### config.mk
export PLATFORM = sky130hd
export DESIGN_NAME = dlls_seq
export DESIGN_NICKNAME = d
export VERILOG_FILES = /design/src/verilog/dlls_pkg.sv /design/src/verilog/dlls_timer.sv /design/src/verilog/dlls_seq.sv
export SDC_FILE = /design/constraint.sdc
export NUM_CORES = 1
export LEC_CHECK = 0
export ABC_AREA = 1
export BUFFER_PORTS_ARGS = -buffer_cell sky130_fd_sc_hd__buf_2
export CAP_MARGIN = 15
export CORE_ASPECT_RATIO = 0.8
export CORE_UTILIZATION = 60
export CTS_BUF_LIST = sky130_fd_sc_hd__clkbuf_8 sky130_fd_sc_hd__clkbuf_16
export CTS_CLUSTER_SIZE = 10
export DETAILED_ROUTE_END_ITERATION = 12
export GPL_TIMING_DRIVEN = 1
export PLACE_DENSITY_LB_ADDON = 0.15
export SETUP_SLACK_MARGIN = 0.2
export SYNTH_ARGS = -nofsm -noshare
export SYNTH_HDL_FRONTEND = slang
export SYNTH_SLANG_ARGS = --single-unit
export TNS_END_PERCENT = 30
### constraint.sdc
create_clock -name aclk -period 3.5 [get_ports aclk]
set_input_delay 0.525 -clock aclk [delete_from_list [all_inputs] [get_ports aclk]]
set_output_delay 0.525 -clock aclk [all_outputs]
set_load 0.05 [all_outputs]
### src/verilog/dlls_pkg.sv
package dlls_pkg;
   // ----------------------------------------------------------------
   // register map (AXI4-Lite byte addresses)
   // ----------------------------------------------------------------
   localparam logic [7:0] REG_CTRL    = 8'h00;
   localparam logic [7:0] REG_STATUS  = 8'h04;
   localparam logic [7:0] REG_T_CKSRE = 8'h08;
   localparam logic [7:0] REG_T_CKSRX = 8'h0c;
   localparam logic [7:0] REG_T_XS    = 8'h10;
   localparam logic [7:0] REG_T_MRD   = 8'h14;
   localparam logic [7:0] REG_T_MOD   = 8'h18;
   localparam logic [7:0] REG_T_DLLK  = 8'h1c;
   localparam logic [7:0] REG_T_ZQOP  = 8'h20;
   localparam logic [7:0] REG_MR0     = 8'h24;
   localparam logic [7:0] REG_MR1     = 8'h28;
   localparam logic [7:0] REG_MR2     = 8'h2c;
   // ctrl fields
   localparam int CTRL_GO     = 0;
   localparam int CTRL_TO_ON  = 1;
   localparam int CTRL_ODT_EN = 2;
   localparam int CTRL_ZQ     = 3;
   localparam int CTRL_CLK_OK = 4;
   // mode-register bit positions
   localparam int MR1_DLL_DIS = 0;
   localparam int MR0_DLL_RST = 8;
   localparam int MR0_CL_LSB  = 4;
   localparam int MR2_CWL_LSB = 3;
   // latency codes for 6/6 while the dll is off
   localparam logic [2:0] MR0_CL6 = 3'h2;
   localparam logic [2:0] MR2_CWL6 = 3'h1;
   // ----------------------------------------------------------------
   // timing reset values, in cycles of the 100 ns aclk
   // ----------------------------------------------------------------
   localparam int CLK_PS = 100000;
   localparam int T_CKSRE_PS = 10000;
   localparam int T_CKSRX_PS = 10000;
   localparam int T_XS_PS    = 170000;
   localparam int T_MRD_NCK  = 4;
   localparam int T_MOD_NCK  = 12;
   localparam int T_DLLK_NCK = 512;
   localparam int T_ZQOP_NCK = 256;
   // round up, never below one cycle
   function automatic logic [15:0] ps2cyc(input int ps);
      int c;
      c = (ps + CLK_PS - 1) / CLK_PS;
      if (c < 1)
         c = 1;
      return c[15:0];
   endfunction : ps2cyc
   localparam logic [15:0] RST_CKSRE = ps2cyc(T_CKSRE_PS);
   localparam logic [15:0] RST_CKSRX = ps2cyc(T_CKSRX_PS);
   localparam logic [15:0] RST_XS    = ps2cyc(T_XS_PS);
   localparam logic [15:0] RST_MRD   = 16'(T_MRD_NCK);
   localparam logic [15:0] RST_MOD   = 16'(T_MOD_NCK);
   localparam logic [15:0] RST_DLLK  = 16'(T_DLLK_NCK);
   localparam logic [15:0] RST_ZQOP  = 16'(T_ZQOP_NCK);
   // ----------------------------------------------------------------
   // dram command encodings {cs_n, ras_n, cas_n, we_n}
   // ----------------------------------------------------------------
   localparam logic [3:0] CMD_NOP  = 4'h7;
   localparam logic [3:0] CMD_MRS  = 4'h0;
   localparam logic [3:0] CMD_SRE  = 4'h1;
   localparam logic [3:0] CMD_ZQCL = 4'h6;
   typedef struct packed {
      logic       cke;
      logic       odt;
      logic [3:0] cmd;
      logic [2:0] ba;
      logic [15:0] addr;
   } dlls_pins_s;
   typedef enum logic [3:0] {
      S_IDLE   = 4'h0,
      S_MR1OFF = 4'h1,
      S_SRE    = 4'h2,
      S_CKSRE  = 4'h3,
      S_FREQ   = 4'h4,
      S_CKSRX  = 4'h5,
      S_XS     = 4'h6,
      S_MR1ON  = 4'h7,
      S_MR0RST = 4'h8,
      S_MRUPD  = 4'h9,
      S_ZQ     = 4'ha,
      S_FINAL  = 4'hb,
      S_DONE   = 4'hc
   } dlls_state_e;
endpackage : dlls_pkg

### src/verilog/dlls_timer.sv
`timescale 1ns/1ps
// loadable down counter; expired while zero
module dlls_timer #(
   parameter int W = 16
) (
   input  wire logic         aclk,
   input  wire logic         aresetn,
   input  wire logic         load,
   input  wire logic [W-1:0] value,
   output logic              expired
);
   initial begin
      if (W < 2)
         $error("dlls_timer width too small");
   end
   logic [W-1:0] cnt_r;
   // ----------------------------------------------------------------
   // counter
   // ----------------------------------------------------------------
   always_ff @(posedge aclk) begin
      if (!aresetn)
         cnt_r <= '0;
      else if (load)
         cnt_r <= value;
      else if (cnt_r != '0)
         cnt_r <= cnt_r - 1'b1;
   end
   // no load term: the step timer's load is itself decoded from expired
   assign expired = (cnt_r == '0);
endmodule : dlls_timer

### src/verilog/dlls_seq.sv
// Register access over AXI4-Lite and the address map were chosen for this implementation.
`timescale 1ns/1ps
module dlls_seq (
   input  wire logic         aclk,
   input  wire logic         aresetn,
   input  wire logic [7:0]   s_axi_awaddr,
   input  wire logic         s_axi_awvalid,
   output logic              s_axi_awready,
   input  wire logic [31:0]  s_axi_wdata,
   input  wire logic [3:0]   s_axi_wstrb,
   input  wire logic         s_axi_wvalid,
   output logic              s_axi_wready,
   output logic [1:0]        s_axi_bresp,
   output logic              s_axi_bvalid,
   input  wire logic         s_axi_bready,
   input  wire logic [7:0]   s_axi_araddr,
   input  wire logic         s_axi_arvalid,
   output logic              s_axi_arready,
   output logic [31:0]       s_axi_rdata,
   output logic [1:0]        s_axi_rresp,
   output logic              s_axi_rvalid,
   input  wire logic         s_axi_rready,
   output dlls_pkg::dlls_pins_s ddr,
   output logic              freq_change_ok,
   output logic              dll_locked,
   output logic              ready_out
);
   dlls_pkg::dlls_state_e state_r;
   logic [15:0] t_cksre_r, t_cksrx_r, t_xs_r, t_mrd_r;
   logic [15:0] t_mod_r, t_dllk_r, t_zqop_r;
   logic [15:0] mr0_r, mr1_r, mr2_r;
   logic        to_on_r, odt_en_r, zq_r, clk_ok_r, go_pulse;
   logic        busy, done_r, zq_issued_r;
   logic        tm_load, tm_exp, dl_load, dl_exp, zq_load, zq_exp;
   logic [15:0] tm_val;
   dlls_pkg::dlls_pins_s ddr_nxt;

   // ----------------------------------------------------------------
   // axi4-lite write path: both channels taken together
   // ----------------------------------------------------------------
   logic wr_go;
   assign wr_go = s_axi_awvalid && s_axi_wvalid && !s_axi_bvalid;
   assign s_axi_awready = wr_go;
   assign s_axi_wready  = wr_go;
   assign s_axi_bresp   = 2'h0;
   assign go_pulse = wr_go && s_axi_awaddr == dlls_pkg::REG_CTRL &&
                     s_axi_wstrb[0] && s_axi_wdata[dlls_pkg::CTRL_GO];

   always_ff @(posedge aclk) begin
      if (!aresetn)
         s_axi_bvalid <= 1'b0;
      else if (wr_go)
         s_axi_bvalid <= 1'b1;
      else if (s_axi_bready)
         s_axi_bvalid <= 1'b0;
   end

   // low 16 bits only; writes while busy are ignored to keep a run stable
   always_ff @(posedge aclk) begin
      if (!aresetn) begin
         t_cksre_r <= dlls_pkg::RST_CKSRE;
         t_cksrx_r <= dlls_pkg::RST_CKSRX;
         t_xs_r    <= dlls_pkg::RST_XS;
         t_mrd_r   <= dlls_pkg::RST_MRD;
         t_mod_r   <= dlls_pkg::RST_MOD;
         t_dllk_r  <= dlls_pkg::RST_DLLK;
         t_zqop_r  <= dlls_pkg::RST_ZQOP;
         mr0_r     <= 16'h0000;
         mr1_r     <= 16'h0000;
         mr2_r     <= 16'h0000;
         to_on_r   <= 1'b0;
         odt_en_r  <= 1'b0;
         zq_r      <= 1'b0;
      end else if (wr_go && !busy) begin
         if (s_axi_awaddr == dlls_pkg::REG_CTRL) begin
            to_on_r  <= s_axi_wdata[dlls_pkg::CTRL_TO_ON];
            odt_en_r <= s_axi_wdata[dlls_pkg::CTRL_ODT_EN];
            zq_r     <= s_axi_wdata[dlls_pkg::CTRL_ZQ];
         end else if (s_axi_awaddr == dlls_pkg::REG_T_CKSRE)
            t_cksre_r <= s_axi_wdata[15:0];
         else if (s_axi_awaddr == dlls_pkg::REG_T_CKSRX)
            t_cksrx_r <= s_axi_wdata[15:0];
         else if (s_axi_awaddr == dlls_pkg::REG_T_XS)
            t_xs_r <= s_axi_wdata[15:0];
         else if (s_axi_awaddr == dlls_pkg::REG_T_MRD)
            t_mrd_r <= s_axi_wdata[15:0];
         else if (s_axi_awaddr == dlls_pkg::REG_T_MOD)
            t_mod_r <= s_axi_wdata[15:0];
         else if (s_axi_awaddr == dlls_pkg::REG_T_DLLK)
            t_dllk_r <= s_axi_wdata[15:0];
         else if (s_axi_awaddr == dlls_pkg::REG_T_ZQOP)
            t_zqop_r <= s_axi_wdata[15:0];
         else if (s_axi_awaddr == dlls_pkg::REG_MR0)
            mr0_r <= s_axi_wdata[15:0];
         else if (s_axi_awaddr == dlls_pkg::REG_MR1)
            mr1_r <= s_axi_wdata[15:0];
         else if (s_axi_awaddr == dlls_pkg::REG_MR2)
            mr2_r <= s_axi_wdata[15:0];
      end
   end

   // clock-stable flag: set by software, held only in freq and dropped in any other state
   always_ff @(posedge aclk) begin
      if (!aresetn)
         clk_ok_r <= 1'b0;
      else if (wr_go && s_axi_awaddr == dlls_pkg::REG_CTRL &&
               s_axi_wdata[dlls_pkg::CTRL_CLK_OK])
         clk_ok_r <= 1'b1;
      else if (state_r != dlls_pkg::S_FREQ)
         clk_ok_r <= 1'b0;
   end

   // ----------------------------------------------------------------
   // axi4-lite read path
   // ----------------------------------------------------------------
   function automatic logic [31:0] rd_mux(input logic [7:0] a);
      logic [31:0] d;
      d = 32'h0;
      if (a == dlls_pkg::REG_CTRL)
         d = {28'h0, zq_r, odt_en_r, to_on_r, 1'b0};
      else if (a == dlls_pkg::REG_STATUS)
         d = {22'h0, zq_issued_r, dll_locked, state_r, ready_out,
              freq_change_ok, done_r, busy};
      else if (a == dlls_pkg::REG_T_CKSRE)
         d = {16'h0, t_cksre_r};
      else if (a == dlls_pkg::REG_T_CKSRX)
         d = {16'h0, t_cksrx_r};
      else if (a == dlls_pkg::REG_T_XS)
         d = {16'h0, t_xs_r};
      else if (a == dlls_pkg::REG_T_MRD)
         d = {16'h0, t_mrd_r};
      else if (a == dlls_pkg::REG_T_MOD)
         d = {16'h0, t_mod_r};
      else if (a == dlls_pkg::REG_T_DLLK)
         d = {16'h0, t_dllk_r};
      else if (a == dlls_pkg::REG_T_ZQOP)
         d = {16'h0, t_zqop_r};
      else if (a == dlls_pkg::REG_MR0)
         d = {16'h0, mr0_r};
      else if (a == dlls_pkg::REG_MR1)
         d = {16'h0, mr1_r};
      else if (a == dlls_pkg::REG_MR2)
         d = {16'h0, mr2_r};
      return d;
   endfunction : rd_mux

   assign s_axi_arready = !s_axi_rvalid;
   assign s_axi_rresp   = 2'h0;
   always_ff @(posedge aclk) begin
      if (!aresetn) begin
         s_axi_rvalid <= 1'b0;
         s_axi_rdata  <= 32'h0;
      end else if (s_axi_arvalid && !s_axi_rvalid) begin
         s_axi_rvalid <= 1'b1;
         s_axi_rdata  <= rd_mux(s_axi_araddr);
      end else if (s_axi_rready)
         s_axi_rvalid <= 1'b0;
   end

   // ----------------------------------------------------------------
   // wait counters
   // ----------------------------------------------------------------
   dlls_timer #(.W(16)) u_step (
      .aclk    (aclk),
      .aresetn (aresetn),
      .load    (tm_load),
      .value   (tm_val),
      .expired (tm_exp)
   );
   dlls_timer #(.W(16)) u_dllk (
      .aclk    (aclk),
      .aresetn (aresetn),
      .load    (dl_load),
      .value   (t_dllk_r),
      .expired (dl_exp)
   );
   dlls_timer #(.W(16)) u_zq (
      .aclk    (aclk),
      .aresetn (aresetn),
      .load    (zq_load),
      .value   (t_zqop_r),
      .expired (zq_exp)
   );

   // ----------------------------------------------------------------
   // sequencer: at most one command per step (none in cksre, freq, xs, final), timer loaded on each issue
   // ----------------------------------------------------------------
   function automatic dlls_pkg::dlls_pins_s mrs(input logic [2:0] ba,
                                                input logic [15:0] a);
      dlls_pkg::dlls_pins_s p;
      p.cke  = 1'b1;
      p.odt  = 1'b0;
      p.cmd  = dlls_pkg::CMD_MRS;
      p.ba   = ba;
      p.addr = a;
      return p;
   endfunction : mrs

   assign busy = state_r != dlls_pkg::S_IDLE &&
                 state_r != dlls_pkg::S_DONE;
   assign tm_load = ddr_nxt.cmd != dlls_pkg::CMD_NOP ||
                    (state_r == dlls_pkg::S_CKSRX && tm_exp) ||
                    (state_r == dlls_pkg::S_FREQ && clk_ok_r);
   assign dl_load = state_r == dlls_pkg::S_MR0RST && tm_exp;
   assign zq_load = state_r == dlls_pkg::S_ZQ && tm_exp;
   // next pins and the wait that follows what is issued
   always_comb begin
      ddr_nxt      = ddr;
      ddr_nxt.cmd  = dlls_pkg::CMD_NOP;
      ddr_nxt.ba   = 3'h0;
      ddr_nxt.addr = 16'h0;
      tm_val       = t_mod_r;
      case (state_r)
         dlls_pkg::S_MR1OFF: if (tm_exp) begin
            ddr_nxt = mrs(3'h1, mr1_r | 16'h0001);
            tm_val  = t_mod_r;
         end
         dlls_pkg::S_SRE: if (tm_exp) begin
            ddr_nxt.cmd = dlls_pkg::CMD_SRE;
            ddr_nxt.cke = 1'b0;
            ddr_nxt.odt = 1'b0;
            tm_val      = t_cksre_r;
         end
         dlls_pkg::S_FREQ: tm_val = t_cksrx_r;
         dlls_pkg::S_CKSRX: if (tm_exp) begin
            ddr_nxt.cke = 1'b1;                       // exit via nop
            ddr_nxt.odt = 1'b0;
            tm_val      = t_xs_r;
         end
         dlls_pkg::S_MR1ON: if (tm_exp) begin
            ddr_nxt = mrs(3'h1, mr1_r & 16'hfffe);
            tm_val  = t_mrd_r;
         end
         dlls_pkg::S_MR0RST: if (tm_exp) begin
            ddr_nxt = mrs(3'h0, mr0_r | 16'h0100);
            tm_val  = t_mrd_r;
         end
         dlls_pkg::S_MRUPD: if (tm_exp) begin
            if (to_on_r)
               ddr_nxt = mrs(3'h2, mr2_r);
            else
               ddr_nxt = mrs(3'h2, {mr2_r[15:6], dlls_pkg::MR2_CWL6,
                                    mr2_r[2:0]});
            tm_val = t_mod_r;
         end
         dlls_pkg::S_ZQ: if (tm_exp) begin
            ddr_nxt.cmd = dlls_pkg::CMD_ZQCL;
            ddr_nxt.addr = 16'h0400;
            tm_val      = t_mod_r;
         end
         default: ;
      endcase
   end

   always_ff @(posedge aclk) begin
      if (!aresetn)
         ddr <= '{cke: 1'b1, odt: 1'b0, cmd: dlls_pkg::CMD_NOP,
                  ba: 3'h0, addr: 16'h0};
      else
         ddr <= ddr_nxt;
   end
   // state transitions
   always_ff @(posedge aclk) begin
      if (!aresetn)
         state_r <= dlls_pkg::S_IDLE;
      else begin
         case (state_r)
            dlls_pkg::S_IDLE, dlls_pkg::S_DONE: if (go_pulse)
               state_r <= s_axi_wdata[dlls_pkg::CTRL_TO_ON] ?
                          dlls_pkg::S_SRE : dlls_pkg::S_MR1OFF;
            dlls_pkg::S_MR1OFF: if (tm_exp) state_r <= dlls_pkg::S_SRE;
            dlls_pkg::S_SRE: if (tm_exp) state_r <= dlls_pkg::S_CKSRE;
            dlls_pkg::S_CKSRE: if (tm_exp) state_r <= dlls_pkg::S_FREQ;
            dlls_pkg::S_FREQ: if (clk_ok_r) state_r <= dlls_pkg::S_CKSRX;
            dlls_pkg::S_CKSRX: if (tm_exp) state_r <= dlls_pkg::S_XS;
            dlls_pkg::S_XS: if (tm_exp)
               state_r <= to_on_r ? dlls_pkg::S_MR1ON : dlls_pkg::S_MRUPD;
            dlls_pkg::S_MR1ON: if (tm_exp) state_r <= dlls_pkg::S_MR0RST;
            dlls_pkg::S_MR0RST: if (tm_exp) state_r <= dlls_pkg::S_MRUPD;
            dlls_pkg::S_MRUPD: if (tm_exp)
               state_r <= zq_r ? dlls_pkg::S_ZQ : dlls_pkg::S_FINAL;
            dlls_pkg::S_ZQ: if (tm_exp) state_r <= dlls_pkg::S_FINAL;
            dlls_pkg::S_FINAL: if (tm_exp)
               state_r <= dlls_pkg::S_DONE;
            default: state_r <= dlls_pkg::S_IDLE;
         endcase
      end
   end

   // sticky completion and zq flags, cleared by a new run
   always_ff @(posedge aclk) begin
      if (!aresetn) begin
         done_r      <= 1'b0;
         zq_issued_r <= 1'b0;
      end else begin
         if (state_r == dlls_pkg::S_FINAL && tm_exp)
            done_r <= 1'b1;
         else if (go_pulse && !busy)
            done_r <= 1'b0;
         if (zq_load)
            zq_issued_r <= 1'b1;
         else if (go_pulse && !busy)
            zq_issued_r <= 1'b0;
      end
   end

   // outside is cleared for frequency change only in self refresh
   assign freq_change_ok = state_r == dlls_pkg::S_FREQ;
   // dll lock and zq done gate the user-visible ready
   assign dll_locked = !to_on_r || (done_r && dl_exp);
   assign ready_out  = done_r && dll_locked &&
                       (!zq_issued_r || zq_exp);
endmodule : dlls_seq

After elaboration in Yosys (flattened, before gate mapping)
Index checks and enable logic that the tools add are counted.

word-level totals
  bits of input ports = 59
  register bits after elaboration = 277
  logic and storage cells = 210

operators by class
  add/sub/neg operators = 3
  reduce and logical (&&, ||, !) cells = 61
  bitwise logic cells = 10
  muxes and demuxes = 60
  equality and inequality tests = 48

operator list
  operator                                              number
  2-to-1 mux 16 bit                                     21
  2-to-1 mux 25 bit                                     4
  one-hot mux 16 bit (5 select lines)                   1
  equality test 8 x 5 -> 1 bit (second input constant)  8
  equality test 8 x 6 -> 1 bit (second input constant)  8
  one-hot mux 16 bit (4 select lines)                   1
  2-to-1 mux 4 bit                                      13
  logical NOT 16 bit                                    3
  one-hot mux 4 bit (12 select lines)                   1
  nonzero test 16 bit                                   3
  subtractor 16 x 1 -> 16 bit (second input constant)   3
  equality test 8 x 4 -> 1 bit (second input constant)  4
  one-hot mux 4 bit (6 select lines)                    1
  AND reduction 12 bit                                  2
  inequality test 2 bit (second input constant)         11
  equality test 4 bit (second input constant)           5
  logical AND 1 bit                                     18
  equality test 4 x 3 -> 1 bit (second input constant)  4
  logical NOT 8 bit                                     2
  nonzero test 2 bit                                    8
  AND reduction 7 bit                                   2
  2-to-1 mux 6 bit                                      2
  one-hot mux 2 bit (6 select lines)                    1
  one-hot mux 3 bit (4 select lines)                    1
  25 further kinds                                      55

Longest topological paths before layout
Gate-level depths: netlist (run 1).

  depth in word-level cells = 13
  gate-level depth with buffers = 16
  gate-level depth less buffers = 16

Cells and area by module
From an unflattened synthesis (run 1), not the netlist that was laid out.

unflattened totals
  cell total of the unflattened synthesis = 2006
  area, all modules = 13535.5 um^2

by module, submodules not included
  module      cells an instance  area each (um^2)  times used  seq. area each (um^2)
  dlls_seq    1472               10191.0           1           4184.0
  dlls_timer  178                1114.8            3           320.3

Least setup slack after synthesis (run 1)
OpenSTA, ideal clock, no wires.

  kind = reg-to-output
  start = reg u_dllk.cnt_r[0]
  end = out ready_out
  buffers on the path = 0
  path slack = 0.472 ns
  cell stages (with the launch flop) = 11
  arrival time = 2.503 ns
  data required time = 2.975 ns
  cell sequence = dfxtp_1 inv_1 ha_1 inv_1 nor3_1 nand3_1 nor3_1 nand2_1 nand2_1 nand2_1 a21oi_1

on the way
  longest elaborated chain between the ends = 5

RTL lines
  what                            RTL line          RTL
  start: declaration              dlls_timer.sv:16  logic [W-1:0] cnt_r;
  start signal: assignment        dlls_timer.sv:24  cnt_r <= value;
  start signal: assignment        dlls_timer.sv:26  cnt_r <= cnt_r - 1'b1;
  logical NOT 16 bit              dlls_timer.sv:29  assign expired = (cnt_r == '0);
  logical AND 1 bit               dlls_seq.sv:310   assign dll_locked = !to_on_r || (done_r && dl_exp);
  logical OR 1 bit                dlls_seq.sv:310
  via dll_locked                  dlls_seq.sv:25    output logic dll_locked,
  logical AND 1 bit (2 in a row)  dlls_seq.sv:311   assign ready_out = done_r && dll_locked &&
  end: declaration                dlls_seq.sv:26    output logic ready_out

The timed path passes the listed nets, and every way through them passes these cells.

Worst setup path in the final report (run 1)
  start = reg u_zq.cnt_r[0]
  end = out ready_out

on the way
  longest elaborated chain between the ends = 3

RTL lines
  what                      RTL line          RTL
  start: declaration        dlls_timer.sv:16
  start signal: assignment  dlls_timer.sv:24
  start signal: assignment  dlls_timer.sv:26
  logical NOT 16 bit        dlls_timer.sv:29
  logical OR 1 bit          dlls_seq.sv:312   (!zq_issued_r || zq_exp);
  logical AND 1 bit         dlls_seq.sv:311

Every way passes these cells.

==> results of run 1 <==
layer usage:
metal	track usage [%]	vias to the layer above
li1	-	6399
met3	11.0	119
met5	0	-
met2	55.4	932
met1	54.3	6083
met4	14.8	0
flip-flops by register name (all words and copies together) (netlist names), 4 cells and up:
name and flops:
mr1_r 16, u_step.cnt_r 16, mr2_r 16, state_r 4, mr0_r 16, t_xs_r 16
t_mrd_r 16, u_dllk.cnt_r 16, t_mod_r 16, s_axi_rdata 16, t_cksre_r 16, t_zqop_r 16
u_zq.cnt_r 16, t_dllk_r 16, ddr 21, t_cksrx_r 16
tightest hold or removal path, cell delays in order:
cell     delay, ns
buf_2         0.07
inv_1         0.03
nand2_1       0.04
a21oi_1       0.06
cells in the mapped netlist, drive strengths merged, types with 27 or more instances:
cell and number:
buf 49, nand3 85, nand4 44, dfxtp 257
a211oi 41, nor2 226, inv 193, o21ai 173
xor2 27, clkbuf 68, nand2 419, a21oi 211
area by class of cell:
class | count | area [µm²]
Multi-Input combinational cell | 1365 | 6680
Fill cell | 1856 | 6570
Sequential cell | 257 | 5140
Timing Repair Buffer | 128 | 778
Inverter | 199 | 748
Clock buffer | 29 | 726
Tap cell | 269 | 337
Clock inverter | 4 | 20.0
timing repair:
action                                  in CTS  in global routing
endpoints found under the setup margin       1                  1
cloned                                       0                  0
resized for setup                            1                  4
setup buffers                                0                  0
endpoints found under the hold margin        0                  0
power by group through the flow:
stage / clock network [µW] / registers, µW / logic [µW]
after floorplan: 0 / 3390 / 2300
after global placement: 0 / 3400 / 2950
after detailed placement: 0 / 3410 / 3010
after CTS: 2590 / 3350 / 3040
after global routing: 2720 / 3380 / 3440
final: 2580 / 3360 / 3140
how the worst min path moves through the flow:
stage / slack, ns / endpoint / cells past startpoint / from
after global routing: 0.24 / s_axi_bvalid / 4 / s_axi_bready
after CTS: 0.23 / s_axi_bvalid / 4 / s_axi_bready
after global placement: 0.45 / odt_en_r / 2 / odt_en_r
final: 0.24 / s_axi_bvalid / 4 / s_axi_bready
after detailed placement: 0.45 / odt_en_r / 2 / odt_en_r
after floorplan: 0.43 / odt_en_r / 2 / odt_en_r
logic make-up (layout without fill, tap and decap cells):
| kind of cell | count (synthesis) | in the layout | share of synthesized area (%) |
|---|---|---|---|
| adders and majority gates | 9 | 9 | 0.864 |
| xor gates and xnor gates | 35 | 35 | 2.35 |
| DFF | 257 | 257 | 39.5 |
| other | 1 | 23 | 0.0288 |
| and+or+nand+nor | 818 | 818 | 26.7 |
| AOI/OAI and AO/OA | 480 | 480 | 20.4 |
| buffers and inverters | 316 | 360 | 10.2 |
stage by stage:
stage,setup WS [ns],total power [µW]
2_1_floorplan,0.472,5690
3_3_place_gp,0.760,6350
3_5_place_dp,0.698,6420
4_1_cts,0.255,8980
5_1_grt,0.204,9540
6_report,0.386,9080
==> results.py, run 1 <==
metrics = {
    "sta": {
        "finalSetupTns_ns": 0,
        "rsz0062_at_grt": "no",
        "worst_pin_slew_ns": 0.845,
        "final_hold_viol_count": 0,
        "period_minus_slack_ns": 3.11,
        "drv_slew": 0,
        "min_period_over_period_pct": 89.0,
        "slew_headroom_pct": 43.6,
        "fmax_mhz": 321,
        "hold_ws_ns": 0.236,
        "setup_viol_count_final": 0,
        "fin_skew_ns": 0.00753,
    },
    "finish": {
        "drive_above_1_share_pct": 9.79,
        "syn_to_final_growth_pct": 10.7,
        "layout_common_cells": "417 x nand2_1, 257 x dfxtp_1, 217 x nor2_1, 210 x a21oi_1, 189 x inv_1",
        "nets": 2048,
        "final_util_pct": 68.7,
        "stdcell_count": 2251,
        "antenna_cells": 0,
        "stdcell_area_um2": 14400,
        "layout_commonest_cell": "nand2_1",
    },
    "setup_path": {
        "cp_num_cells": 9,
        "endpoint": "ready_out",
        "worst-path-buf-inv": 2,
        "rr_worst_depth": 12,
        "crit_fanout": 4,
        "worstSetupStartpoint": "u_zq.cnt_r[0]",
        "crit_family": "simple AND/OR/NAND/NOR gates",
        "crit_arrival_ns": 2.59,
        "slowest_stage": "dfxtp_1",
        "r2r-start": "state_r[2]",
        "cp_cell_sequence": "inv_1 > ha_1 > nand2_1 > nor2_2 > nand3_1 > nor2_1 > nand4_1 > a21oi_2 > clkbuf_4",
        "slowest_delay_ns": 0.31,
        "cp.required_ns": 2.97,
        "r2r_slack_ns": 0.61,
        "setup.worst_path.class": "flip-flop to output pin",
        "rr_endpoint": "t_mod_r[5]",
        "cp-end-kind": "output pin",
        "cp-start-kind": "flip-flop",
    },
    "global_route": {
        "antenna_found_initial": 0,
        "grt_pass1_vias": 12029,
        "grt_start_max_net_pins": 71,
        "grt_overflow": 0,
        "track_usage_pct": 38.5,
        "grt_pass1_wl_um": 66600,
    },
    "yosys": {
        "synth_cells": 1916,
        "synth_area_leaders": "dfxtp_1 39%, nand2_1 12%, a21oi_1 8.1%",
        "synth_seq_area_share_pct": 39.5,
        "synth_top_cell_by_area": "dfxtp_1",
        "yosysWarningCount": 0,
        "ys_types": 43,
        "yosysTopAreaCellShare_pct": 39.5,
        "synth_area_per_cell_um2": 6.80,
        "synth_seq_cells": 257,
        "synth_edf_count": 0,
        "syn-cell-area_um2": 13000,
        "async_flop_share_pct": 0,
        "synth-main-ff-cell": "dfxtp_1",
    },
    "die": {
        "initial_core_util_pct": 62.1,
        "io_pins": 128,
        "die_w_um": 167,
        "dieArea_um2": 22300,
        "core-area_um2": 21000,
        "die_y_um": 134,
        "rows": 47,
    },
    "place": {
        "dpl.cell_count": 2218,
        "dpl.hpwl_um": 30700,
        "port_buffers": 85,
        "dpl-instance-area_um2": 13700,
        "routabilityCongestion": 1.02,
    },
    "power_and_ir_drop": {
        "p_sw_share_pct": 38.1,
        "p_leak_uw": 0.00628,
        "p_comb_share_pct": 34.6,
        "p_sw_uw": 3460,
        "power_density_nw_per_um2": 629,
        "clock_power_share_pct": 28.4,
        "seq_power_share_pct": 37.0,
        "ir_worst_vdd_mv": 0.382,
        "p_int_uw": 5620,
    },
    "detailed_routing": {
        "highest_layer": "met4",
        "wl_per_cell_um": 19.3,
        "wl_um": 43400,
        "drtIter0Drc": 1975,
        "antenna_left": 0,
        "vias_per_cell": 6.01,
        "met2_length_um": 17600,
        "first_pass_iters": 6,
        "wl_met1_um": 17900,
        "route.vias.total": 13533,
        "drc": 0,
        "dr_wl_met3_um": 6340,
    },
    "clocking": {
        "clkTransAtPathRegs_ns": 0.05,
        "clock_latency_ns": 0.55,
        "cts-root-buf": "clkbuf_16",
        "cts_hold_buf": 0,
        "cts_made_buffers": 29,
        "cts_buffer_depth": 3,
        "tritoncts": "yes",
        "clkSinkCount": 257,
        "h-tree-depth": 1,
    },
    "run": {
        "max_cap_viol_count": 0,
    },
    "worst_hold_path": {
        "hp-class": "input port to flip-flop",
    },
    "outcome": {
        "outcome": "complete, no violations",
    },
}
Power figures use the tool's default switching activity.
==> run 2: changes to the inputs <==
--- a/config.mk
+++ b/config.mk
@@ -14,8 +14,9 @@
 export CTS_CLUSTER_SIZE = 10
 export DETAILED_ROUTE_END_ITERATION = 12
 export GPL_TIMING_DRIVEN = 1
-export PLACE_DENSITY_LB_ADDON = 0.15
+export PLACE_DENSITY = 0.86
 export SETUP_SLACK_MARGIN = 0.2
+export SKIP_LAST_GASP = 1
 export SYNTH_ARGS = -nofsm -noshare
 export SYNTH_HDL_FRONTEND = slang
 export SYNTH_SLANG_ARGS = --single-unit
==> results.py, run 2 (synthesized netlist as in run 1, its figures left out) <==
metrics = {
    "setup_path": {
        "rr_endpoint": "t_zqop_r[2]",
        "endpoint": "ready_out",
        "worstSetupStartpoint": "u_zq.cnt_r[0]",
        "crit_fanout": 4,
        "cp.required_ns": 2.97,
        "r2r-start": "state_r[2]",
        "cp-end-kind": "output pin",
        "rr_worst_depth": 12,
        "setup.worst_path.class": "flip-flop to output pin",
        "cp-start-kind": "flip-flop",
        "crit_arrival_ns": 2.66,
        "r2r_slack_ns": 0.44,
    },
    "sta": {
        "setup_viol_count_final": 0,
        "period_minus_slack_ns": 3.18,
        "drv_slew": 0,
        "finalSetupTns_ns": 0,
        "worst_pin_slew_ns": 0.857,
        "rsz0062_at_grt": "no",
        "final_hold_viol_count": 0,
        "min_period_over_period_pct": 90.9,
        "slew_headroom_pct": 42.8,
        "fin_skew_ns": 0.0262,
        "fmax_mhz": 314,
    },
    "finish": {
        "stdcell_area_um2": 14500,
        "largest_register_ffs": 21,
        "top_register": "ddr",
        "syn_to_final_growth_pct": 11.1,
        "seq_area_um2": 5140,
        "fill_cells": 1782,
        "final_util_pct": 69.0,
        "layout_commonest_cell": "nand2_1",
        "multi_input_area_um2": 6680,
        "stdcell_count": 2253,
        "nets": 2047,
        "drive_above_1_share_pct": 9.93,
        "layout_common_cells": "417 x nand2_1, 257 x dfxtp_1, 217 x nor2_1, 210 x a21oi_1, 187 x inv_1",
    },
    "detailed_routing": {
        "wl_per_cell_um": 19.4,
        "drtIter0Drc": 1999,
        "drc": 0,
        "route.vias.total": 13896,
        "wl_um": 43700,
        "antenna_left": 0,
        "vias_per_cell": 6.17,
        "first_pass_iters": 8,
    },
    "clocking": {
        "cts_made_buffers": 30,
        "tritoncts": "yes",
        "clkTransAtPathRegs_ns": 0.05,
        "clkSinkCount": 257,
        "clock_latency_ns": 0.57,
        "cts_buffer_depth": 3,
        "cts_hold_buf": 0,
        "postCtsSetupBuffers": 0,
        "cts-root-buf": "clkbuf_16",
        "h-tree-depth": 1,
    },
    "global_route": {
        "grt_overflow": 0,
        "antenna_found_initial": 2,
        "grt_start_max_net_pins": 84,
        "busiest_layer": "met2",
        "track_usage_pct": 38.3,
        "grt_pass1_vias": 12303,
        "grt_pass1_wl_um": 67000,
        "met1_usage_pct": 52.5,
        "use_met3_pct": 10.4,
        "grt_use_met2_pct": 56.8,
    },
    "power_and_ir_drop": {
        "total_power_uw": 9270,
        "p_leak_uw": 0.00630,
        "p_sw_share_pct": 38.1,
        "p_comb_share_pct": 34.1,
        "p_sw_uw": 3530,
        "ir_worst_vdd_mv": 0.491,
        "p_int_uw": 5740,
        "seq_power_share_pct": 36.3,
        "clock_power_share_pct": 29.6,
        "power_density_nw_per_um2": 640,
    },
    "die": {
        "die_w_um": 167,
        "dieArea_um2": 22300,
        "initial_core_util_pct": 62.1,
        "die_y_um": 134,
        "io_pins": 128,
        "rows": 47,
        "core-area_um2": 21000,
    },
    "place": {
        "port_buffers": 85,
        "routabilityCongestion": 0.988,
        "dpl-instance-area_um2": 13600,
        "dpl.hpwl_um": 30400,
        "dpl.cell_count": 2216,
    },
    "outcome": {
        "outcome": "complete, no violations",
    },
    "run": {
        "max_cap_viol_count": 0,
    },
    "worst_hold_path": {
        "hp-class": "input port to flip-flop",
    },
}
[run 2: cell count changes in the layout (fill, tap and decap cells not counted), sizes merged]
cell    delta
clkinv     +1
clkbuf     +4
diode      +1
buf        -2
inv        -2
[run 2: worst min-delay path by stage]
stage                     cells past startpoint         start      endpoint  slack [ns]
after global routing                          3  s_axi_rready  s_axi_rvalid        0.25
after CTS                                     4  s_axi_bready  s_axi_bvalid        0.22
after global placement                        2      odt_en_r      odt_en_r        0.44
after floorplan                               2      odt_en_r      odt_en_r        0.43
final                                         4  s_axi_bready  s_axi_bvalid        0.23
after detailed placement                      2      odt_en_r      odt_en_r        0.45
[run 2: metal layers]
layer / vias to the layer above / wire length (µm)
li1: 6402 / -
met1: 6290 / 17400
met2: 1048 / 17900
met3: 156 / 6530
met4: 0 / 1920
met5: - / 0
[run 2: layout make-up]
type                            instances  share of cell area, %
Inverter                              199                   5.16
Multi-Input combinational cell       1365                   46.1
Clock buffer                           33                   5.47
Tap cell                              269                   2.32
Sequential cell                       257                   35.5
Clock inverter                          3                  0.199
Timing Repair Buffer                  126                   5.19
Antenna cell                            1                 0.0173
[run 2: what timing repair did]
item                                    CTS  global route
pin swaps                                 0             1
endpoints found under the setup margin    1             1
resized for setup                         2             3
cloned                                    0             0
[run 2: power by group through the flow]
stage / Combinational [µW] / Sequential, µW / Clock, µW
final: 3170 / 3360 / 2740
after detailed placement: 3010 / 3410 / 0
after global placement: 2920 / 3400 / 0
after floorplan: 2300 / 3390 / 0
after global routing: 3460 / 3390 / 2840
after CTS: 3050 / 3360 / 2740
[run 2: worst max-delay path, stage by stage (launching register included)]
cell	delay (ns)
dfxtp_1	0.31
inv_1	0.11
ha_1	0.20
nand2_1	0.13
nor2_2	0.21
nand3_1	0.16
nor2_1	0.20
nand4_1	0.25
a21oi_2	0.27
clkbuf_4	0.27
[run 2: stage by stage]
stage,worst slack [ns],hold WS [ns]
floorplan,0.472,0.430
global placement,0.780,0.442
detailed placement,0.614,0.446
CTS,0.217,0.217
global route,0.195,0.250
finish,0.318,0.232
